<file path="src/core/pefr_pkg.sv">
/*
  Package of the peripheral event flag block: register offsets, field
  positions, reset values, modes and the event carriers.
  Assumes a 32-bit APB with byte addresses and one word per register.
*/
package pefr_pkg;
  // ----------------------------------------------------------------
  // Register offsets
  // ----------------------------------------------------------------
  localparam logic [7:0] FLAGS_OFF = 8'h0c;
  localparam logic [7:0] STATUS_OFF = 8'h10;
  localparam logic [7:0] MASK_OFF = 8'h14;
  localparam logic [7:0] CTRL_OFF = 8'h18;

  // ----------------------------------------------------------------
  // Reset values
  // ----------------------------------------------------------------
  localparam logic [7:0] FLAGS_RST = 8'h00;
  localparam logic [7:0] STATUS_RST = 8'h00;
  localparam logic [7:0] MASK_RST = 8'h00;
  localparam logic [2:0] CTRL_RST = 3'h1;

  // ----------------------------------------------------------------
  // Flag bit positions
  // ----------------------------------------------------------------
  localparam int BIT_PSP = 7;
  localparam int BIT_ADC = 6;
  localparam int BIT_RX = 5;
  localparam int BIT_TX = 4;
  localparam int BIT_SSP = 3;
  localparam int BIT_CCP = 2;
  localparam int BIT_T2 = 1;
  localparam int BIT_T1 = 0;
  // Software writable flag bits
  localparam logic [7:0] FLAGS_WMASK = 8'hcf;

  // ----------------------------------------------------------------
  // Control fields
  // ----------------------------------------------------------------
  localparam int CTRL_PSP_BIT = 0;
  localparam int CTRL_MODE_LSB = 1;
  localparam int CTRL_MODE_MSB = 2;

  // ----------------------------------------------------------------
  // Modes and carriers
  // ----------------------------------------------------------------
  typedef enum logic [1:0] {
    PEFR_CAPTURE,
    PEFR_COMPARE,
    PEFR_PWM,
    PEFR_OFF
  } pefr_ccp_e;

  typedef struct packed {
    logic psp_access;
    logic conv_done;
    logic sync_done;
    logic capture;
    logic compare_match;
    logic t2_match;
    logic t1_overflow;
  } pefr_evt_s;

  typedef struct packed {
    logic rx_full;
    logic tx_empty;
  } pefr_lvl_s;
endpackage : pefr_pkg

</file>
<file path="src/core/pefr_top.sv">
/*
  Peripheral event flag register with APB access, a read-to-clear
  event status, a mask and one level interrupt.
  Assumes event pulses and serial buffer levels synchronous to clk.
*/
// Local design decision: the APB register port.
// Behaviour
// - Flags set on their event, bits 5 and 4 follow the buffer levels; bit 7 only while control bit 0 is set, bit 2 per the CCP mode.
// - Eight-bit flag register at 0Ch, all bits zero after reset.
// - Bit 7 sets on parallel port access, held until software clears.
// - Bit 6 sets on conversion done, held until software writes zero.
// - Bit 3 sets on sync serial transfer done, cleared only by software.
// - Capture mode: bit 2 sets on capture, held until cleared.
// - Compare mode: bit 2 sets on compare match; unused in PWM mode.
// - Bit 1 sets on timer two period match, held until cleared.
`timescale 1ns/100ps
`default_nettype none

module pefr_top (
  // Clock and reset
  input wire logic clk,
  input wire logic srst,
  // APB slave
  input wire logic [7:0] paddr,
  input wire logic psel,
  input wire logic penable,
  input wire logic pwrite,
  input wire logic [31:0] pwdata,
  input wire logic [3:0] pstrb,
  output logic [31:0] prdata,
  output logic pready,
  output logic pslverr,
  // Peripheral events and levels
  input wire pefr_pkg::pefr_evt_s evt,
  input wire pefr_pkg::pefr_lvl_s lvl,
  // Flags and interrupt
  output logic [7:0] flags,
  output logic irq
);

  // ----------------------------------------------------------------
  // Declarations
  // ----------------------------------------------------------------
  logic [7:0] status;
  logic [7:0] mask;
  logic [2:0] ctrl;
  logic [7:0] evt_vec;
  logic [7:0] next_flags;
  logic [7:0] next_status;
  logic [7:0] flag_rise;
  logic [7:0] flags_wr;
  logic [31:0] next_prdata;
  logic next_slverr;
  logic access;
  logic setup_hit;
  logic wr_en;
  logic rd_en;
  logic hit_flags;
  logic hit_status;
  logic hit_mask;
  logic hit_ctrl;
  logic mapped;
  logic psp_present;
  pefr_pkg::pefr_ccp_e ccp_mode;

  // ----------------------------------------------------------------
  // Bus decode
  // ----------------------------------------------------------------
  assign setup_hit = psel & penable & ~pready;
  assign access = psel & penable & pready;
  assign wr_en = access & pwrite & pstrb[0];
  assign rd_en = access & ~pwrite;
  assign hit_flags = (paddr == pefr_pkg::FLAGS_OFF);
  assign hit_status = (paddr == pefr_pkg::STATUS_OFF);
  assign hit_mask = (paddr == pefr_pkg::MASK_OFF);
  assign hit_ctrl = (paddr == pefr_pkg::CTRL_OFF);
  assign mapped = hit_flags | hit_status | hit_mask | hit_ctrl;

  // ----------------------------------------------------------------
  // Control fields
  // ----------------------------------------------------------------
  assign psp_present = ctrl[pefr_pkg::CTRL_PSP_BIT];
  assign ccp_mode = pefr_pkg::pefr_ccp_e'(
    ctrl[pefr_pkg::CTRL_MODE_MSB:pefr_pkg::CTRL_MODE_LSB]);

  // ----------------------------------------------------------------
  // Event sources
  // ----------------------------------------------------------------
  always_comb begin
    evt_vec = 8'h00;
    evt_vec[pefr_pkg::BIT_PSP] = evt.psp_access & psp_present;
    evt_vec[pefr_pkg::BIT_ADC] = evt.conv_done;
    evt_vec[pefr_pkg::BIT_SSP] = evt.sync_done;
    case (ccp_mode)
      pefr_pkg::PEFR_CAPTURE: begin
        evt_vec[pefr_pkg::BIT_CCP] = evt.capture;
      end
      pefr_pkg::PEFR_COMPARE: begin
        evt_vec[pefr_pkg::BIT_CCP] = evt.compare_match;
      end
      pefr_pkg::PEFR_PWM: begin
        evt_vec[pefr_pkg::BIT_CCP] = 1'b0;
      end
      default: begin
        evt_vec[pefr_pkg::BIT_CCP] = 1'b0;
      end
    endcase
    evt_vec[pefr_pkg::BIT_T2] = evt.t2_match;
    evt_vec[pefr_pkg::BIT_T1] = evt.t1_overflow;
  end

  // ----------------------------------------------------------------
  // Flag next state, one slice per bit
  // ----------------------------------------------------------------
  assign flags_wr = pwdata[7:0];

  genvar gi;
  generate
    for (gi = 0; gi < 8; gi++) begin : g_bit
      if (gi == pefr_pkg::BIT_RX) begin : g_rx
        // Follows the receive buffer level
        assign next_flags[gi] = lvl.rx_full;
      end else if (gi == pefr_pkg::BIT_TX) begin : g_tx
        // Follows the transmit buffer level
        assign next_flags[gi] = lvl.tx_empty;
      end else begin : g_rw
        // Event set wins over a software write
        assign next_flags[gi] = evt_vec[gi]
          | ((wr_en & hit_flags) ? flags_wr[gi] : flags[gi]);
      end
      assign flag_rise[gi] = next_flags[gi] & ~flags[gi];
      // Sticky status, set wins over read clear
      assign next_status[gi] = flag_rise[gi]
        | (status[gi] & ~(rd_en & hit_status));
    end
  endgenerate

  // ----------------------------------------------------------------
  // Flag register
  // ----------------------------------------------------------------
  always_ff @(posedge clk) begin
    if (srst) begin
      flags <= pefr_pkg::FLAGS_RST;
    end else begin
      flags <= next_flags;
    end
  end

  // ----------------------------------------------------------------
  // Interrupt status, mask and output
  // ----------------------------------------------------------------
  always_ff @(posedge clk) begin
    if (srst) begin
      status <= pefr_pkg::STATUS_RST;
    end else begin
      status <= next_status;
    end
  end

  always_ff @(posedge clk) begin
    if (srst) begin
      mask <= pefr_pkg::MASK_RST;
    end else if (wr_en & hit_mask) begin
      mask <= pwdata[7:0];
    end
  end

  always_ff @(posedge clk) begin
    if (srst) begin
      irq <= 1'b0;
    end else begin
      irq <= |(next_status & mask);
    end
  end

  // ----------------------------------------------------------------
  // Control register
  // ----------------------------------------------------------------
  always_ff @(posedge clk) begin
    if (srst) begin
      ctrl <= pefr_pkg::CTRL_RST;
    end else if (wr_en & hit_ctrl) begin
      ctrl <= pwdata[2:0];
    end
  end

  // ----------------------------------------------------------------
  // Read data and error
  // ----------------------------------------------------------------
  always_comb begin
    next_prdata = 32'h0000_0000;
    next_slverr = 1'b0;
    if (hit_flags) begin
      next_prdata[7:0] = flags & pefr_pkg::FLAGS_WMASK;
      next_prdata[pefr_pkg::BIT_RX] = flags[pefr_pkg::BIT_RX];
      next_prdata[pefr_pkg::BIT_TX] = flags[pefr_pkg::BIT_TX];
    end else if (hit_status) begin
      next_prdata[7:0] = status;
    end else if (hit_mask) begin
      next_prdata[7:0] = mask;
    end else if (hit_ctrl) begin
      next_prdata[2:0] = ctrl;
    end else begin
      next_slverr = 1'b1;
    end
    if (~mapped) begin
      next_prdata = 32'h0000_0000;
    end
  end

  // ----------------------------------------------------------------
  // APB answer: one wait state in the access phase
  // ----------------------------------------------------------------
  always_ff @(posedge clk) begin
    if (srst) begin
      pready <= 1'b0;
    end else begin
      pready <= setup_hit;
    end
  end

  always_ff @(posedge clk) begin
    if (srst) begin
      pslverr <= 1'b0;
    end else if (setup_hit) begin
      pslverr <= next_slverr;
    end else begin
      pslverr <= 1'b0;
    end
  end

  always_ff @(posedge clk) begin
    if (srst) begin
      prdata <= 32'h0000_0000;
    end else if (setup_hit & ~pwrite) begin
      prdata <= next_prdata;
    end else begin
      prdata <= 32'h0000_0000;
    end
  end

endmodule : pefr_top

`default_nettype wire

</file>
<file path="config.mk">
export PLATFORM = sky130hd
export DESIGN_NAME = pefr_top
export DESIGN_NICKNAME = d
export VERILOG_FILES = /design/src/core/pefr_pkg.sv /design/src/core/pefr_top.sv
export SDC_FILE = /design/constraint.sdc
export NUM_CORES = 1
export LEC_CHECK = 0
export BUFFER_PORTS_ARGS = -buffer_cell sky130_fd_sc_hd__buf_2
export CAP_MARGIN = 20
export CORE_ASPECT_RATIO = 0.8
export CORE_MARGIN = 2
export CORE_UTILIZATION = 40
export CTS_CLUSTER_SIZE = 14
export DETAILED_ROUTE_END_ITERATION = 10
export GPL_TIMING_DRIVEN = 0
export PLACE_DENSITY = 0.75
export SLEW_MARGIN = 20
export SYNTH_ARGS = -nofsm -noshare
export SYNTH_HDL_FRONTEND = slang
export SYNTH_SLANG_ARGS = --single-unit
export TNS_END_PERCENT = 10
</file>
<file path="constraint.sdc">
create_clock -name clk -period 2.1 [get_ports clk]
set_input_delay 0.42 -clock clk [delete_from_list [all_inputs] [get_ports clk]]
set_output_delay 0.42 -clock clk [all_outputs]
set_load 0.02 [all_outputs]
</file>
== After elaboration in Yosys (flattened, before gate mapping) ==
Cells that the tools add are included.
Cells by class
  reductions and logical operators: 5
  mux-type cells: 13
  equal/unequal tests: 5
  bitwise gates (word level): 60
Operators with widths (number)
  bitwise AND 1 bit: 28
  == test 8 x 5 -> 1 bit, second input constant: 3
  bitwise OR 1 bit: 17
  2-to-1 mux 8 bit: 2
  inverter 1 bit: 14
  bitwise AND 8 bit: 1
  == test 8 x 4 -> 1 bit, second input constant: 1
  OR reduction 8 bit: 1
  2-to-1 mux 1 bit: 7
  2-to-1 mux 3 bit: 2
  2-to-1 mux 5 bit: 1
  OR reduction 5 bit: 1
  OR reduction 3 bit: 1
  == test 2 x 1 -> 1 bit, second input constant: 1
  zero test 2 bit: 1
  case mux 1 bit (2 select lines): 1
  OR reduction 2 bit: 1
Storage, ports and cells
  bits in registers: 62
  logic and storage cells: 92
  input bits: 58

== Depth between registers and ports, before layout ==
  depth after elaboration: 11
  depth in mapped cells: 7

== Worst setup path after synthesis ==
Ideal clock, no wire load.
  path type: input port to flip-flop
  start: in paddr[1]
  end: reg irq
  data arrival time: 1.838 ns
  buffers on the path: 0
  library setup time: 0.138 ns
  stages: 5
  path slack: 0.124 ns
  cells stage by stage: or3_4 -> nand4b_4 -> a221o_1 -> a222oi_1 -> a41oi_1
On the way
  longest elaborated chain between the ends: 8
  elaborated cells between the ends (all ways): 41
  classes of those cells: eq/ne (2); mux (6); bitwise (32); reduce/logical (1)
Ends and longest elaborated chain
  start, declared: line pefr_top.sv:24  | input wire logic [7:0] paddr,
  == test 8 x 4 -> 1 bit: line pefr_top.sv:73  | assign hit_flags = (paddr == pefr_pkg::FLAGS_OFF);
  bitwise AND 1 bit: line pefr_top.sv:129  | | ((wr_en & hit_flags) ? flags_wr[gi] : flags[gi]);
  2-to-1 mux 1 bit: line pefr_top.sv:129
  bitwise OR 1 bit: line pefr_top.sv:129
  bitwise AND 1 bit: line pefr_top.sv:131  | assign flag_rise[gi] = next_flags[gi] & ~flags[gi];
  bitwise OR 1 bit: line pefr_top.sv:134  | | (status[gi] & ~(rd_en & hit_status));
  bitwise AND 8 bit (*): line pefr_top.sv:172  | irq <= |(next_status & mask);
  OR reduction 8 bit (*): line pefr_top.sv:172
  end signal, assigned: line pefr_top.sv:172
  end, declared: line pefr_top.sv:38  | output logic irq
Mark *: on every way between the ends. The rest lies on a longest branch, timed or not.
A chain may end at the register's enable or synchronous reset.

== Worst setup path in the final report ==
  start: reg pready
  end: reg irq
On the way
  longest elaborated chain between the ends: 10
  elaborated cells between the ends (all ways): 43
  classes of those cells: mux (6); bitwise (36); reduce/logical (1)
Ends and longest elaborated chain
  start, declared: line pefr_top.sv:31  | output logic pready,
  start signal, assigned: line pefr_top.sv:218  | pready <= setup_hit;
  bitwise AND 1 bit (*): line pefr_top.sv:70  | assign access = psel & penable & pready;
  bitwise AND 1 bit (2 in series): line pefr_top.sv:71  | assign wr_en = access & pwrite & pstrb[0];
  bitwise AND 1 bit: line pefr_top.sv:129
  2-to-1 mux 1 bit: line pefr_top.sv:129
  bitwise OR 1 bit: line pefr_top.sv:129
  bitwise AND 1 bit: line pefr_top.sv:131
  bitwise OR 1 bit: line pefr_top.sv:134
  bitwise AND 8 bit (*): line pefr_top.sv:172
  OR reduction 8 bit (*): line pefr_top.sv:172
Marked as above.

==> flow_summary_export.csv <==
group,metric,value,unit
outcome,status,"finished clean",
pwr,cellPowerDensity,667,mW/mm^2
pwr,p_leak,1.23,nW
final_layout,area_delta_synth_final,27.8,%
placed_design,dpl_cell_area,0.00229,sq mm
logic_synthesis,yosysTopAreaCell,"dfxtp_1",
setup_path,critPathKind,"flip-flop to flip-flop",
final_layout,drive_gt1_frac,0.315,
final_layout,fin_nets,352,
setup_path,r2r_slack,0.13,ns
run,cap_violations,0,
clocking,worstSkewPairLatency,0.30,ns
logic_synthesis,synth_seq_cells,38,
drt,drc,0,
hold_path,hp-class,"primary input to flip-flop",
setup_path,arrival,2.12,ns
sta,fin_crit_sh,0.939,
die,initial_core_util,0.414,
sta,slew_viol_final,0,
global_routing,antenna_found_initial,0,
global_routing,grt_max_degree,13,
sta,setup_viol,0,
logic_synthesis,netlist-cell-type-count,41,
final_layout,final_cell_mix,"buf_2, dfxtp_1, nor2_1",
final_layout,final_common_cell,"buf_2",
sta,worst_slew_pin_slew,0.611,ns
clocking,cts_tree,"done",
final_layout,fillers,462,
drt,first_pass_iters,4,
die,rows,22,
final_layout,final_cell_area,0.00242,sq mm
pwr,peakVddDrop,0.342,mV
placed_design,portBuffers,48,
drt,wl,4.61,mm
clocking,h-tree-depth,2,
die,core-area,0.00457,sq mm
die,die_h,65.5,um
setup_path,crit_path_end_kind,"flip-flop",
global_routing,grt-ovfl-total,0,
die,dieWidth,80.9,um
sta,fin_skew,0.00840,ns
logic_synthesis,synth_area_leaders,"dfxtp_1, buf_4, mux2i_1, nor2_1, nor2b_1",
final_layout,n_antenna_cell,0,
sta,final_hold_viol_count,0,
clocking,cts_num_sinks,38,
clocking,cts.path.max_buffers,2,
final_layout,final_core_util,0.529,
sta,period_needed,1.97,ns
clocking,cts_resized,0,
placed_design,dp.cells,345,
setup_path,crit_fanout,10,
clocking,cts_buffers,5,
logic_synthesis,ys_seq_area_frac,0.402,
drt,via_per_inst,4.68,
setup_path,crit_required,2.25,ns
logic_synthesis,synth.top_cell.area_share,0.402,
logic_synthesis,synth.avg_cell_area,8.85,sq um
sta,max_freq,507,MHz
drt,drtIter0Drc,137,
sta,slew_headroom,0.590,
global_routing,grt_pass1_vias,1528,
drt,avgRoutedWirePerCell,13.0,um
drt,ant_nets,0,
logic_synthesis,syn-instance-count,214,
placed_design,dpl.hpwl,3.35,mm
global_routing,grt_pass1_wl,7.33,mm
die,io-pin-count,101,
drt,via_count,1662,
global_routing,track_usage,0.182,
logic_synthesis,ys_warn_count,0,
logic_synthesis,synth_area,0.00189,sq mm
clocking,cts_root_buffer,"clkbuf_8",
die,dieArea,0.00530,sq mm
setup_path,start_kind,"flip-flop",
placed_design,gp_congestion,0.803,
clocking,clk_pin_slew,0.07,ns
final_layout,final_cells,355,
[cell type report]
cell class / count / area [sq um] / share of cell area
plain buffers: 30 / 208 / 0.0859
multi-input cells: 160 / 977 / 0.404
well taps: 60 / 75.1 / 0.0310
inverters: 9 / 33.8 / 0.0140
clock inverters: 3 / 40.0 / 0.0166
clock buffers: 5 / 68.8 / 0.0285
repair buffers: 50 / 255 / 0.106
flip-flops and latches: 38 / 761 / 0.315
[synth_stat cells]
library cell / instances
buf_2: 1
nand4_1: 2
buf_1: 1
a31oi_1: 4
nor3_1: 3
or3_4: 1
or2_2: 1
nand2b_1: 1
xor2_1: 1
inv_1: 9
and4_1: 1
nor2_1: 30
nand3_1: 1
and2_1: 2
conb_1: 1
a222oi_1: 2
clkbuf_1: 3
a41oi_1: 1
nor2b_1: 12
a22o_1: 1
a2bb2oi_1: 2
a211o_1: 1
o32a_1: 1
dfxtp_1: 38
nand4b_4: 1
nor4b_4: 1
o22ai_1: 1
and4bb_1: 1
and2b_1: 1
mux2i_1: 14
a22oi_1: 8
a21oi_1: 7
mux2_2: 5
nand2_1: 19
nor4_1: 1
a21boi_0: 1
o21ai_0: 3
a221o_1: 3
buf_4: 25
or3_1: 2
and3_1: 1
[report_power, final]
part | leakage, nW | internal (mW) | switching (mW)
combinational | 0.860 | 0.105 | 0.133
clock | 0.0579 | 0.349 | 0.260
sequential | 0.311 | 0.744 | 0.0216
total | 1.23 | 1.20 | 0.415
[cells by family (layout without fill, tap and decap cells)]
logic type             count (synthesis)  in the layout  share of synthesized area
multiplexers                          19             19                      0.104
buffers and inverters                 39             97                      0.128
flip-flops                            38             38                      0.402
AO/OA/AOI/OAI                         35             35                      0.134
XOR/XNOR                               1              1                    0.00463
AND/OR/NAND/NOR                       81             81                      0.227
other                                  1             24                    0.00198
[worst paths after layout]
kind                               from        to  depth (start not counted)
worst max-delay path             pready       irq                          6
worst min register to register  ctrl[0]   ctrl[0]                          1
worst min-delay path             lvl[0]  flags[4]                          2
worst max register to register   pready       irq                          6
[worst max-delay path, stage by stage, from the launching register on]
cell and delay [ns]:
dfxtp_1 0.32, and3_1 0.23, and4_1 0.20, buf_2 0.19
a221o_1 0.35, a222oi_1 0.38, a41oi_1 0.16
[flip-flops by register name, summed over array words and instances, names as in the netlist]
| signal | count |
|---|---|
| flags | 8 |
| ctrl | 3 |
| pslverr | 1 |
| mask | 8 |
| irq | 1 |
| status | 8 |
| prdata | 8 |
| pready | 1 |
[what timing repair did]
| item | in CTS | in global routing |
|---|---|---|
| setup endpoints to repair | 0 | 1 |
| buffers inserted | 0 | 2 |
| hold buffers | 0 | 0 |
[per-stage QoR]
step / setup TNS (ns) / hold slack, ns / setup slack [ns] / power, mW
6_report: 0 / 0.346 / 0.128 / 1.61
5_1_grt: -0.000772 / 0.348 / -0.000772 / 1.67
3_5_place_dp: -1.21 / 0.493 / -0.235 / 1.02
3_3_place_gp: -1.53 / 0.485 / -0.219 / 1.01
4_1_cts: 0 / 0.338 / 0.0722 / 1.62
2_1_floorplan: 0 / 0.458 / 0.124 / 0.945
[layer usage]
layer,vias up,track usage,wire (um)
met1,742,0.247,2170
li1,854,-,-
met4,0,0.0678,54
met3,5,0.0481,366
met2,61,0.277,2020
met5,-,0,0
Power figures use the tool's default switching activity.
